## src/common/bmc_pkg.sv

```systemverilog
package bmc_pkg;

    localparam int unsigned BMC_AW = 8;
    localparam int unsigned BMC_DW = 32;

    // Register offsets
    localparam logic [7:0] BMC_OFF_CTRL = 8'h00;
    localparam logic [7:0] BMC_OFF_SRC = 8'h04;
    localparam logic [7:0] BMC_OFF_CFG_TO = 8'h08;
    localparam logic [7:0] BMC_OFF_ACT_TO = 8'h0c;
    localparam logic [7:0] BMC_OFF_STATUS = 8'h10;
    localparam logic [7:0] BMC_OFF_IRQ_STAT = 8'h14;
    localparam logic [7:0] BMC_OFF_IRQ_MASK = 8'h18;

    // Control field positions
    localparam int unsigned BMC_CTRL_STARTUP_BEACON = 0;
    localparam int unsigned BMC_CTRL_TO_BEACON = 1;
    localparam int unsigned BMC_CTRL_ACCEL_EN = 2;

    // Event source field positions
    localparam int unsigned BMC_SRC_ACT_LSB = 0;
    localparam int unsigned BMC_SRC_ONOFF = 4;
    localparam int unsigned BMC_SRC_CFG = 5;

    // Interrupt bit positions
    localparam int unsigned BMC_IRQ_MODE = 0;
    localparam int unsigned BMC_IRQ_FAIL = 1;
    localparam int unsigned BMC_IRQ_LOCK = 2;
    localparam int unsigned BMC_IRQ_ACT = 3;
    localparam int unsigned BMC_IRQ_CFG_TO = 4;
    localparam int unsigned BMC_IRQ_W = 5;

    // Values after reset
    localparam logic BMC_RST_STARTUP_BEACON = 1'b1;
    localparam logic BMC_RST_TO_BEACON = 1'b0;
    localparam logic BMC_RST_ACCEL_EN = 1'b1;
    localparam logic [2:0] BMC_RST_ACT_SRC = 3'h0;
    localparam logic BMC_RST_ONOFF_SRC = 1'b0;
    localparam logic BMC_RST_CFG_SRC = 1'b1;
    localparam logic [15:0] BMC_RST_TIMEOUT = 16'h0258;
    localparam logic [4:0] BMC_RST_IRQ_MASK = 5'h00;

    // Activity event sources
    typedef enum logic [2:0] {
        BMC_ACT_DISABLED = 3'h0,
        BMC_ACT_MOVE = 3'h1,
        BMC_ACT_TAP = 3'h2,
        BMC_ACT_DTAP = 3'h3,
        BMC_ACT_FREEFALL = 3'h4,
        BMC_ACT_FLIP = 3'h5
    } bmc_act_src_e;

    // Operating modes, one-hot
    typedef enum logic [5:0] {
        BMC_ST_SELFTEST = 6'h01,
        BMC_ST_WAREHOUSE = 6'h02,
        BMC_ST_BEACON = 6'h04,
        BMC_ST_CONFIG = 6'h08,
        BMC_ST_CONNECTED = 6'h10,
        BMC_ST_REBOOT = 6'h20
    } bmc_state_e;

    // Timebase: one tick each 0.1 s
    localparam int unsigned BMC_CLK_PERIOD_PS = 4000;
    localparam longint unsigned BMC_TICK_PERIOD_PS = 64'd100_000_000_000;
    localparam int unsigned BMC_TICK_CYCLES = int'(BMC_TICK_PERIOD_PS / BMC_CLK_PERIOD_PS);
    localparam logic [15:0] BMC_REBOOT_TENTHS = 16'h0064;

endpackage

```

## src/common/bmc_tmr_if.sv

```systemverilog
`timescale 1ns/1ps
`default_nettype none
interface bmc_tmr_if;
    logic start;
    logic tick;
    logic [15:0] load;
    logic expired;
    logic running;

    modport ctrl (output start, output tick, output load, input expired, input running);
    modport tmr (input start, input tick, input load, output expired, output running);
endinterface
`default_nettype wire

```

## src/bmc_timer.sv

```systemverilog
`timescale 1ns/1ps
`default_nettype none
module bmc_timer (
    input wire logic mclk_in,
    input wire logic reset_in,
    input wire logic ce_in,
    bmc_tmr_if.tmr t
);
    logic [15:0] count;

    always_ff @(posedge mclk_in or posedge reset_in)
    begin
        if (reset_in)
        begin
            count <= 16'h0000;
            t.running <= 1'b0;
            t.expired <= 1'b0;
        end
        else if (ce_in)
        begin
            t.expired <= 1'b0;
            if (t.start)
            begin
                // Zero would never expire, so it counts as one step
                count <= (t.load == 16'h0000) ? 16'h0001 : t.load;
                t.running <= 1'b1;
            end
            else if (t.running && t.tick)
            begin
                if (count == 16'h0001)
                begin
                    t.running <= 1'b0;
                    t.expired <= 1'b1;
                end
                else
                begin
                    count <= count - 16'h0001;
                end
            end
        end
    end
endmodule
`default_nettype wire

```

## src/bmc_mode_ctrl.sv

```systemverilog
// Design decisions made here: the strobed register port and the register offsets.
`timescale 1ns/1ps
`default_nettype none
module bmc_mode_ctrl #(
    parameter int unsigned TICK_CYCLES = bmc_pkg::BMC_TICK_CYCLES,
    parameter logic [15:0] REBOOT_TENTHS = bmc_pkg::BMC_REBOOT_TENTHS
) (
    input wire logic mclk_in,
    input wire logic reset_in,
    input wire logic ce_in,
    input wire logic [bmc_pkg::BMC_AW-1:0] addr_in,
    input wire logic [bmc_pkg::BMC_DW-1:0] wdata_in,
    input wire logic wr_in,
    input wire logic rd_in,
    output logic [bmc_pkg::BMC_DW-1:0] rdata_out,
    input wire logic sensor_ok_in,
    input wire logic hf_xtal_ok_in,
    input wire logic lf_xtal_ok_in,
    input wire logic cfg_valid_in,
    input wire logic move_evt_in,
    input wire logic tap_evt_in,
    input wire logic dtap_evt_in,
    input wire logic freefall_evt_in,
    input wire logic flip_evt_in,
    input wire logic lock_evt_in,
    input wire logic conn_in,
    input wire logic reset_req_in,
    output var bmc_pkg::bmc_state_e mode_out,
    output logic sensor_en_out,
    output logic active_out,
    output logic device_reset_out,
    output logic irq_out
);
    import bmc_pkg::*;
    localparam int unsigned PW = $clog2(TICK_CYCLES + 1);
    bmc_state_e state;
    logic startup_beacon;
    logic to_beacon;
    logic accel_en;
    bmc_act_src_e act_src;
    logic onoff_src;
    logic cfg_src;
    logic [15:0] cfg_to;
    logic [15:0] act_to;
    logic [4:0] irq_mask;
    logic [4:0] irq_stat;
    logic [3:0] err_code;
    logic failed;
    logic locked;
    logic rst_requested;
    logic [PW-1:0] presc;
    logic tick;
    logic cfg_evt;
    logic onoff_evt;
    logic act_evt;
    logic enter_cfg;
    logic leave_conn;
    logic mode_chg;
    bmc_state_e startup_state;
    bmc_state_e next_state;
    logic [4:0] irq_evt;
    bmc_tmr_if cfg_t ();
    bmc_tmr_if act_t ();
    bmc_tmr_if rbt_t ();
    bmc_timer u_cfg_timer (
        .mclk_in(mclk_in),
        .reset_in(reset_in),
        .ce_in(ce_in),
        .t(cfg_t)
    );
    bmc_timer u_act_timer (
        .mclk_in(mclk_in),
        .reset_in(reset_in),
        .ce_in(ce_in),
        .t(act_t)
    );
    bmc_timer u_reboot_timer (
        .mclk_in(mclk_in),
        .reset_in(reset_in),
        .ce_in(ce_in),
        .t(rbt_t)
    );
    // 0.1 s timebase shared by all timers
    always_ff @(posedge mclk_in or posedge reset_in)
    begin
        if (reset_in)
            presc <= '0;
        else if (ce_in)
            presc <= tick ? '0 : presc + PW'(1);
    end
    assign tick = (presc == PW'(TICK_CYCLES - 1));
    // Event decoding; a disabled sensor yields no events
    always_comb
    begin
        cfg_evt = accel_en && !failed && cfg_src && flip_evt_in;
        onoff_evt = accel_en && !failed && onoff_src && flip_evt_in;
        case (act_src)
            BMC_ACT_MOVE: act_evt = move_evt_in;
            BMC_ACT_TAP: act_evt = tap_evt_in;
            BMC_ACT_DTAP: act_evt = dtap_evt_in;
            BMC_ACT_FREEFALL: act_evt = freefall_evt_in;
            BMC_ACT_FLIP: act_evt = flip_evt_in;
            default: act_evt = 1'b0;
        endcase
        act_evt = act_evt && accel_en && !failed;
    end
    assign startup_state = startup_beacon ? BMC_ST_BEACON : BMC_ST_WAREHOUSE;
    // Mode sequencing
    always_comb
    begin
        next_state = state;
        case (state)
            BMC_ST_SELFTEST:
            begin
                if (sensor_ok_in && hf_xtal_ok_in && lf_xtal_ok_in && cfg_valid_in)
                    next_state = startup_state;
                else
                    next_state = BMC_ST_CONFIG;
            end
            BMC_ST_WAREHOUSE:
            begin
                // Lock wins: it must also take effect when events coincide
                if (lock_evt_in)
                    next_state = BMC_ST_BEACON;
                else if (cfg_evt && !locked)
                    next_state = BMC_ST_CONFIG;
                else if (onoff_evt && !locked)
                    next_state = BMC_ST_BEACON;
            end
            BMC_ST_BEACON:
            begin
                if (cfg_evt && !locked)
                    next_state = BMC_ST_CONFIG;
                else if (onoff_evt && !locked)
                    next_state = BMC_ST_WAREHOUSE;
            end
            BMC_ST_CONFIG:
            begin
                if (conn_in)
                    next_state = BMC_ST_CONNECTED;
                else if (failed && rbt_t.expired)
                    next_state = BMC_ST_REBOOT;
                else if (cfg_t.expired && !failed)
                    next_state = to_beacon ? BMC_ST_BEACON : startup_state;
            end
            BMC_ST_CONNECTED:
            begin
                if (!conn_in)
                begin
                    if (rst_requested || reset_req_in)
                        next_state = BMC_ST_REBOOT;
                    else if (failed)
                        next_state = BMC_ST_CONFIG;
                    else
                        next_state = startup_state;
                end
                else if (failed && rbt_t.expired)
                    next_state = BMC_ST_REBOOT;
            end
            BMC_ST_REBOOT:
                next_state = BMC_ST_REBOOT;
            default:
                next_state = BMC_ST_SELFTEST;
        endcase
    end
    assign enter_cfg = (next_state == BMC_ST_CONFIG) && (state != BMC_ST_CONFIG);
    assign leave_conn = (state == BMC_ST_CONNECTED) && !conn_in;
    assign mode_chg = (next_state != state);

    always_ff @(posedge mclk_in or posedge reset_in)
    begin
        if (reset_in)
            state <= BMC_ST_SELFTEST;
        else if (ce_in)
            state <= next_state;
    end

    // Failure record, held until the next reset
    always_ff @(posedge mclk_in or posedge reset_in)
    begin
        if (reset_in)
        begin
            failed <= 1'b0;
            err_code <= 4'h0;
        end
        else if (ce_in && state == BMC_ST_SELFTEST)
        begin
            failed <= !(sensor_ok_in && hf_xtal_ok_in && lf_xtal_ok_in && cfg_valid_in);
            err_code <= {!cfg_valid_in, !lf_xtal_ok_in, !hf_xtal_ok_in, !sensor_ok_in};
        end
    end

    always_ff @(posedge mclk_in or posedge reset_in)
    begin
        if (reset_in)
            locked <= 1'b0;
        else if (ce_in && lock_evt_in && state != BMC_ST_SELFTEST)
            locked <= 1'b1;
    end

    always_ff @(posedge mclk_in or posedge reset_in)
    begin
        if (reset_in)
            rst_requested <= 1'b0;
        else if (ce_in)
        begin
            if (state != BMC_ST_CONNECTED || leave_conn)
                rst_requested <= 1'b0;
            else if (reset_req_in)
                rst_requested <= 1'b1;
        end
    end

    // Timer control
    assign cfg_t.tick = tick;
    assign cfg_t.load = cfg_to;
    assign cfg_t.start = ce_in && enter_cfg;
    assign act_t.tick = tick;
    assign act_t.load = act_to;
    assign act_t.start = ce_in && act_evt && state == BMC_ST_BEACON;
    assign rbt_t.tick = tick;
    assign rbt_t.load = REBOOT_TENTHS;
    // Reboot delay runs once from the failed self-test, also across connections
    assign rbt_t.start = ce_in && state == BMC_ST_SELFTEST && next_state == BMC_ST_CONFIG;

    // Software-visible configuration
    always_ff @(posedge mclk_in or posedge reset_in)
    begin
        if (reset_in)
        begin
            startup_beacon <= BMC_RST_STARTUP_BEACON;
            to_beacon <= BMC_RST_TO_BEACON;
            accel_en <= BMC_RST_ACCEL_EN;
            act_src <= bmc_act_src_e'(BMC_RST_ACT_SRC);
            onoff_src <= BMC_RST_ONOFF_SRC;
            cfg_src <= BMC_RST_CFG_SRC;
            cfg_to <= BMC_RST_TIMEOUT;
            act_to <= BMC_RST_TIMEOUT;
            irq_mask <= BMC_RST_IRQ_MASK;
        end
        else if (ce_in && wr_in)
        begin
            if (addr_in == BMC_OFF_CTRL)
            begin
                startup_beacon <= wdata_in[BMC_CTRL_STARTUP_BEACON];
                to_beacon <= wdata_in[BMC_CTRL_TO_BEACON];
                accel_en <= wdata_in[BMC_CTRL_ACCEL_EN];
            end
            else if (addr_in == BMC_OFF_SRC)
            begin
                // Unknown codes fall back to disabled
                if (wdata_in[BMC_SRC_ACT_LSB +: 3] <= BMC_ACT_FLIP)
                    act_src <= bmc_act_src_e'(wdata_in[BMC_SRC_ACT_LSB +: 3]);
                else
                    act_src <= BMC_ACT_DISABLED;
                onoff_src <= wdata_in[BMC_SRC_ONOFF];
                cfg_src <= wdata_in[BMC_SRC_CFG];
            end
            else if (addr_in == BMC_OFF_CFG_TO)
                cfg_to <= wdata_in[15:0];
            else if (addr_in == BMC_OFF_ACT_TO)
                act_to <= wdata_in[15:0];
            else if (addr_in == BMC_OFF_IRQ_MASK)
                irq_mask <= wdata_in[BMC_IRQ_W-1:0];
        end
    end

    // Sticky events; a new event beats the read that clears
    assign irq_evt = {cfg_t.expired, act_evt, lock_evt_in && !locked,
        state == BMC_ST_SELFTEST && next_state == BMC_ST_CONFIG, mode_chg};

    always_ff @(posedge mclk_in or posedge reset_in)
    begin
        if (reset_in)
            irq_stat <= '0;
        else if (ce_in)
        begin
            if (rd_in && addr_in == BMC_OFF_IRQ_STAT)
                irq_stat <= irq_evt;
            else
                irq_stat <= irq_stat | irq_evt;
        end
    end

    always_ff @(posedge mclk_in or posedge reset_in)
    begin
        if (reset_in)
            rdata_out <= '0;
        else if (ce_in)
        begin
            if (!rd_in)
                rdata_out <= '0;
            else if (addr_in == BMC_OFF_CTRL)
                rdata_out <= {29'h0, accel_en, to_beacon, startup_beacon};
            else if (addr_in == BMC_OFF_SRC)
                rdata_out <= {26'h0, cfg_src, onoff_src, 1'b0, act_src};
            else if (addr_in == BMC_OFF_CFG_TO)
                rdata_out <= {16'h0, cfg_to};
            else if (addr_in == BMC_OFF_ACT_TO)
                rdata_out <= {16'h0, act_to};
            else if (addr_in == BMC_OFF_STATUS)
                rdata_out <= {20'h0, err_code, locked, failed, state};
            else if (addr_in == BMC_OFF_IRQ_STAT)
                rdata_out <= {27'h0, irq_stat};
            else if (addr_in == BMC_OFF_IRQ_MASK)
                rdata_out <= {27'h0, irq_mask};
            else
                rdata_out <= '0;
        end
    end

    assign mode_out = state;
    assign sensor_en_out = accel_en && !failed;
    assign active_out = act_t.running && state == BMC_ST_BEACON;
    assign device_reset_out = (state == BMC_ST_REBOOT);
    assign irq_out = |(irq_stat & irq_mask);
endmodule
`default_nettype wire

```

## config.mk

```make
export PLATFORM = sky130hd
export DESIGN_NAME = bmc_mode_ctrl
export DESIGN_NICKNAME = d
export VERILOG_FILES = /design/src/common/bmc_pkg.sv /design/src/common/bmc_tmr_if.sv /design/src/bmc_timer.sv /design/src/bmc_mode_ctrl.sv
export SDC_FILE = /design/constraint.sdc
export NUM_CORES = 1
export LEC_CHECK = 0
export ABC_CLOCK_PERIOD_IN_PS = 5770
export BUFFER_PORTS_ARGS = -buffer_cell sky130_fd_sc_hd__buf_4
export CAP_MARGIN = 20
export CORE_MARGIN = 3
export CORE_UTILIZATION = 55
export DETAILED_ROUTE_END_ITERATION = 10
export PLACE_DENSITY_LB_ADDON = 0.25
export SLEW_MARGIN = 20
export SYNTH_ARGS = -nofsm -noshare
export SYNTH_HDL_FRONTEND = slang
export SYNTH_SLANG_ARGS = --single-unit
```

## constraint.sdc

```tcl
create_clock -name mclk_in -period 5.77 [get_ports mclk_in]
set_input_delay 0.8655 -clock mclk_in [delete_from_list [all_inputs] [get_ports mclk_in]]
set_output_delay 0.8655 -clock mclk_in [all_outputs]
set_load 0.03 [all_outputs]
```

==> impl_results.md <==
- Worst path bufs/invs: 1
- Routed WL per cell: 17.9 um
- Clock group share of total power: 0.382
- Mapped Cells: 872
- Core ar.: 0.0153 sq mm
- Mapped cell area: 0.00868 sq mm
- Fin worst setup slack: 2.74 ns
- Setup violators final: 0
- Unrepaired setup endpoints after global routing: no
- Most common cell after layout, fill and taps aside: dfrtp_1
- Asr flop ratio synth: 1.00
- Comb pwr share: 0.169
- Critical path class: input port to flip-flop
- Int Pwr: 0.00219 W
- Final hold violations: 0
- Clock Tree Buf Depth: 2
- Sw Share: 0.295
- Fin. max-slew vios: 0
- RD Place Congestion: 0.916
- Flops & latches, synth: 157
- Area Overhead vs Synth: 13.4%
- Max Freq: 331 MHz
- Final clock skew: 0.0112 ns
- Cell accounting for the most synthesized area: dfrtp_1
- Final worst path period share: 0.524
- Commonest cells after routing, fill and taps aside: dfrtp_1 (145), nand2_1 (79), nor2_1 (76)
- Clk slew on worst S/H paths: 0.07 ns
- Post-synth top area share: 0.418
- WP data required: 6.08 ns
- CTS tree: yes
- Post-CTS Hold Fix Bufs: 0
- Global Route Usage Sum: 0.240
- Setup tns final: 0 ns
- Worst Hold Class: flip-flop to flip-flop
- Total grt overflow: 0
- Hpwl dp: 14400 um
- Max stage delay on crit path: 0.60 ns
- EDFF count, synth: 0
- Mean area per synthesized cell: 9.95 sq um
- Register area share after synthesis: 0.455
- P per Cell Area: 315 mW/mm^2
- CP Cell Sequence: buf_4, nor4_2, nor3b_1, and3_1, nand3_4, mux2_4
- Slowest cell on the critical path: and3_1
- First-pass GRT wire length: 33800 um
- IO Pins: 99
- Predominant post-synthesis flop cell: dfrtp_1
- Fin crit period: 3.03 ns
- Layout cell share with drive strength beyond 1: 0.187
- Run status: completed
- H-tree Lvls: 4
- Post_cts resized: 0
- Die Wd: 132 um
- Final antenna diode count: 0
- Synth cell types: 77
- Final Net Count: 986
- 1st-iter DRT viols: 477
- # rows: 45
- Max VDD drop: 0.000242 V
- DR DRC count: 0
- Die H: 132 um
- Crit-path max FO: 16
- Vias in the first global route: 6540
- Crit path max-delay family: simple AND/OR/NAND/NOR gates
- Slew headroom: 0.414
- Largest net degree at the start of global routing: 101
- Critical Path End Type: flip-flop
- Yosys warning total: 0
- Leading post-synthesis cells by cell area: dfrtp_1 (42%), xor2_1 (4.4%), dfstp_2 (3.6%), mux2_4 (3.5%), nand2_1 (3.4%)
- Maxcap violations: 0
- Post-DR vias/cell: 5.98
- Element type at the critical path start: input port
- Slew @ Worst Pin: 0.878 ns
- TritonCTS Buffers: 17
- Seq pwr share: 0.449
- Clk sinks: 157
- P_sw: 0.000915 W
- Port Buffers: 66
- Post-route ant nets: 0
- Root Buffer: clkbuf_16
- DR vias: 6854
- WL final: 20600 um
- Pleak: 4.46 nW
- Die area: 0.0173 sq mm
- Initial antenna violation count: 0
- Initial Util: 0.567
- Worst skew pair latency: 0.43 ns
- TritonRoute pass-1 iters: 5
- Post-CTS Setup Repair Bufs: 0
- Worst slack at placement: 2.36 ns
- Critical Path AT: 3.34 ns
[stage by stage]
| stage | area, sq um | instances | util | power (W) | hold WS (ns) |
|---|---|---|---|---|---|
| 2_1_floorplan | 8730 | 887 | - | 0.00178 | 0.450 |
| 3_3_place_gp | 9210 | 1114 | 0.601 | 0.00191 | 0.473 |
| 3_5_place_dp | 9210 | 1114 | 0.601 | 0.00193 | 0.474 |
| 4_1_cts | 9840 | 1146 | 0.642 | 0.00311 | 0.492 |
| 5_1_grt | 9840 | 1146 | 0.642 | 0.00325 | 0.498 |
| 6_report | 9840 | 1146 | 0.642 | 0.00310 | 0.491 |
[area by class of cell]
cell class              instances  area [sq um]
repair buffers                 70           526
clock inverters                12           159
flip-flops and latches        157          3940
fillers                      1296          5480
well taps                     211           264
clock buffers                  20           467
multi-input cells             652          4380
inverters                      24          95.1
[worst reg2reg max path, cell delays in order (launching register included)]
cell and delay [ns]:
dfrtp_1 0.41, ha_1 0.21, and4_1 0.40, nand4_4 0.19
nor3_4 0.42, buf_4 0.35, nand3_1 0.22, o41ai_1 0.30
a31oi_1 0.13
[Yosys cell counts (20+ instances only)]
cell type,number
nor2_1,76
mux2_2,20
nand2_1,79
xor2_1,44
dfrtp_1,145
clkbuf_1,21
nand3_1,36
a21oi_1,31
nor4_1,21
inv_1,23
o21ai_0,43
nor3_1,24
mux2_4,20
nand4_1,22
[path summary, 6_finish.rpt]
path,from,endpoint,slack [ns],depth (start not counted)
min,rdata_out[9],rdata_out[9],0.49,1
max,addr_in[1],act_t.load[8],2.74,6
min in group asynchronous,reset_in,presc[9],0.65,2
min reg2reg,rdata_out[9],rdata_out[9],0.49,1
max reg2reg,presc[0],u_act_timer.count[3],3.01,8
max in group asynchronous,reset_in,u_cfg_timer.count[1],3.88,3
[sequential cells by signal (all words and copies together), names as in the netlist, 6 cells and up]
signal and cells:
act_t.load 16, cfg_t.load 16, mode_out 6, presc 25
rdata_out 16, u_act_timer.count 16, u_cfg_timer.count 16, u_reboot_timer.count 16
[layer usage]
layer	GRT usage	up-vias	share of wire	wire length, um
met2	0.384	184	0.49	10000
met1	0.335	3410	0.45	9350
met5	0	-	0	0
met3	0.0479	22	0.043	883
li1	-	3238	-	-
met4	0.0694	0	0.016	321
[cell families after synthesis]
family	after synthesis	share of synthesized area
AOI/OAI and AO/OA	168	0.133
and+or+nand+nor	354	0.226
adders and majority gates	7	0.0101
buffers and inverters	78	0.0469
xor gates and xnor gates	60	0.0606
other	1	0.000432
muxes	47	0.0686
DFF	157	0.455
[power by group through the flow]
stage	Combinational [W]	Clock (W)	Sequential (W)
after floorplan	0.000425	0	0.00136
after CTS	0.000526	0.00120	0.00139
after global routing	0.000587	0.00125	0.00141
after global placement	0.000506	0	0.00140
after detailed placement	0.000520	0	0.00141
final	0.000523	0.00119	0.00139
No activity file was read; power rests on OpenSTA's default activity.
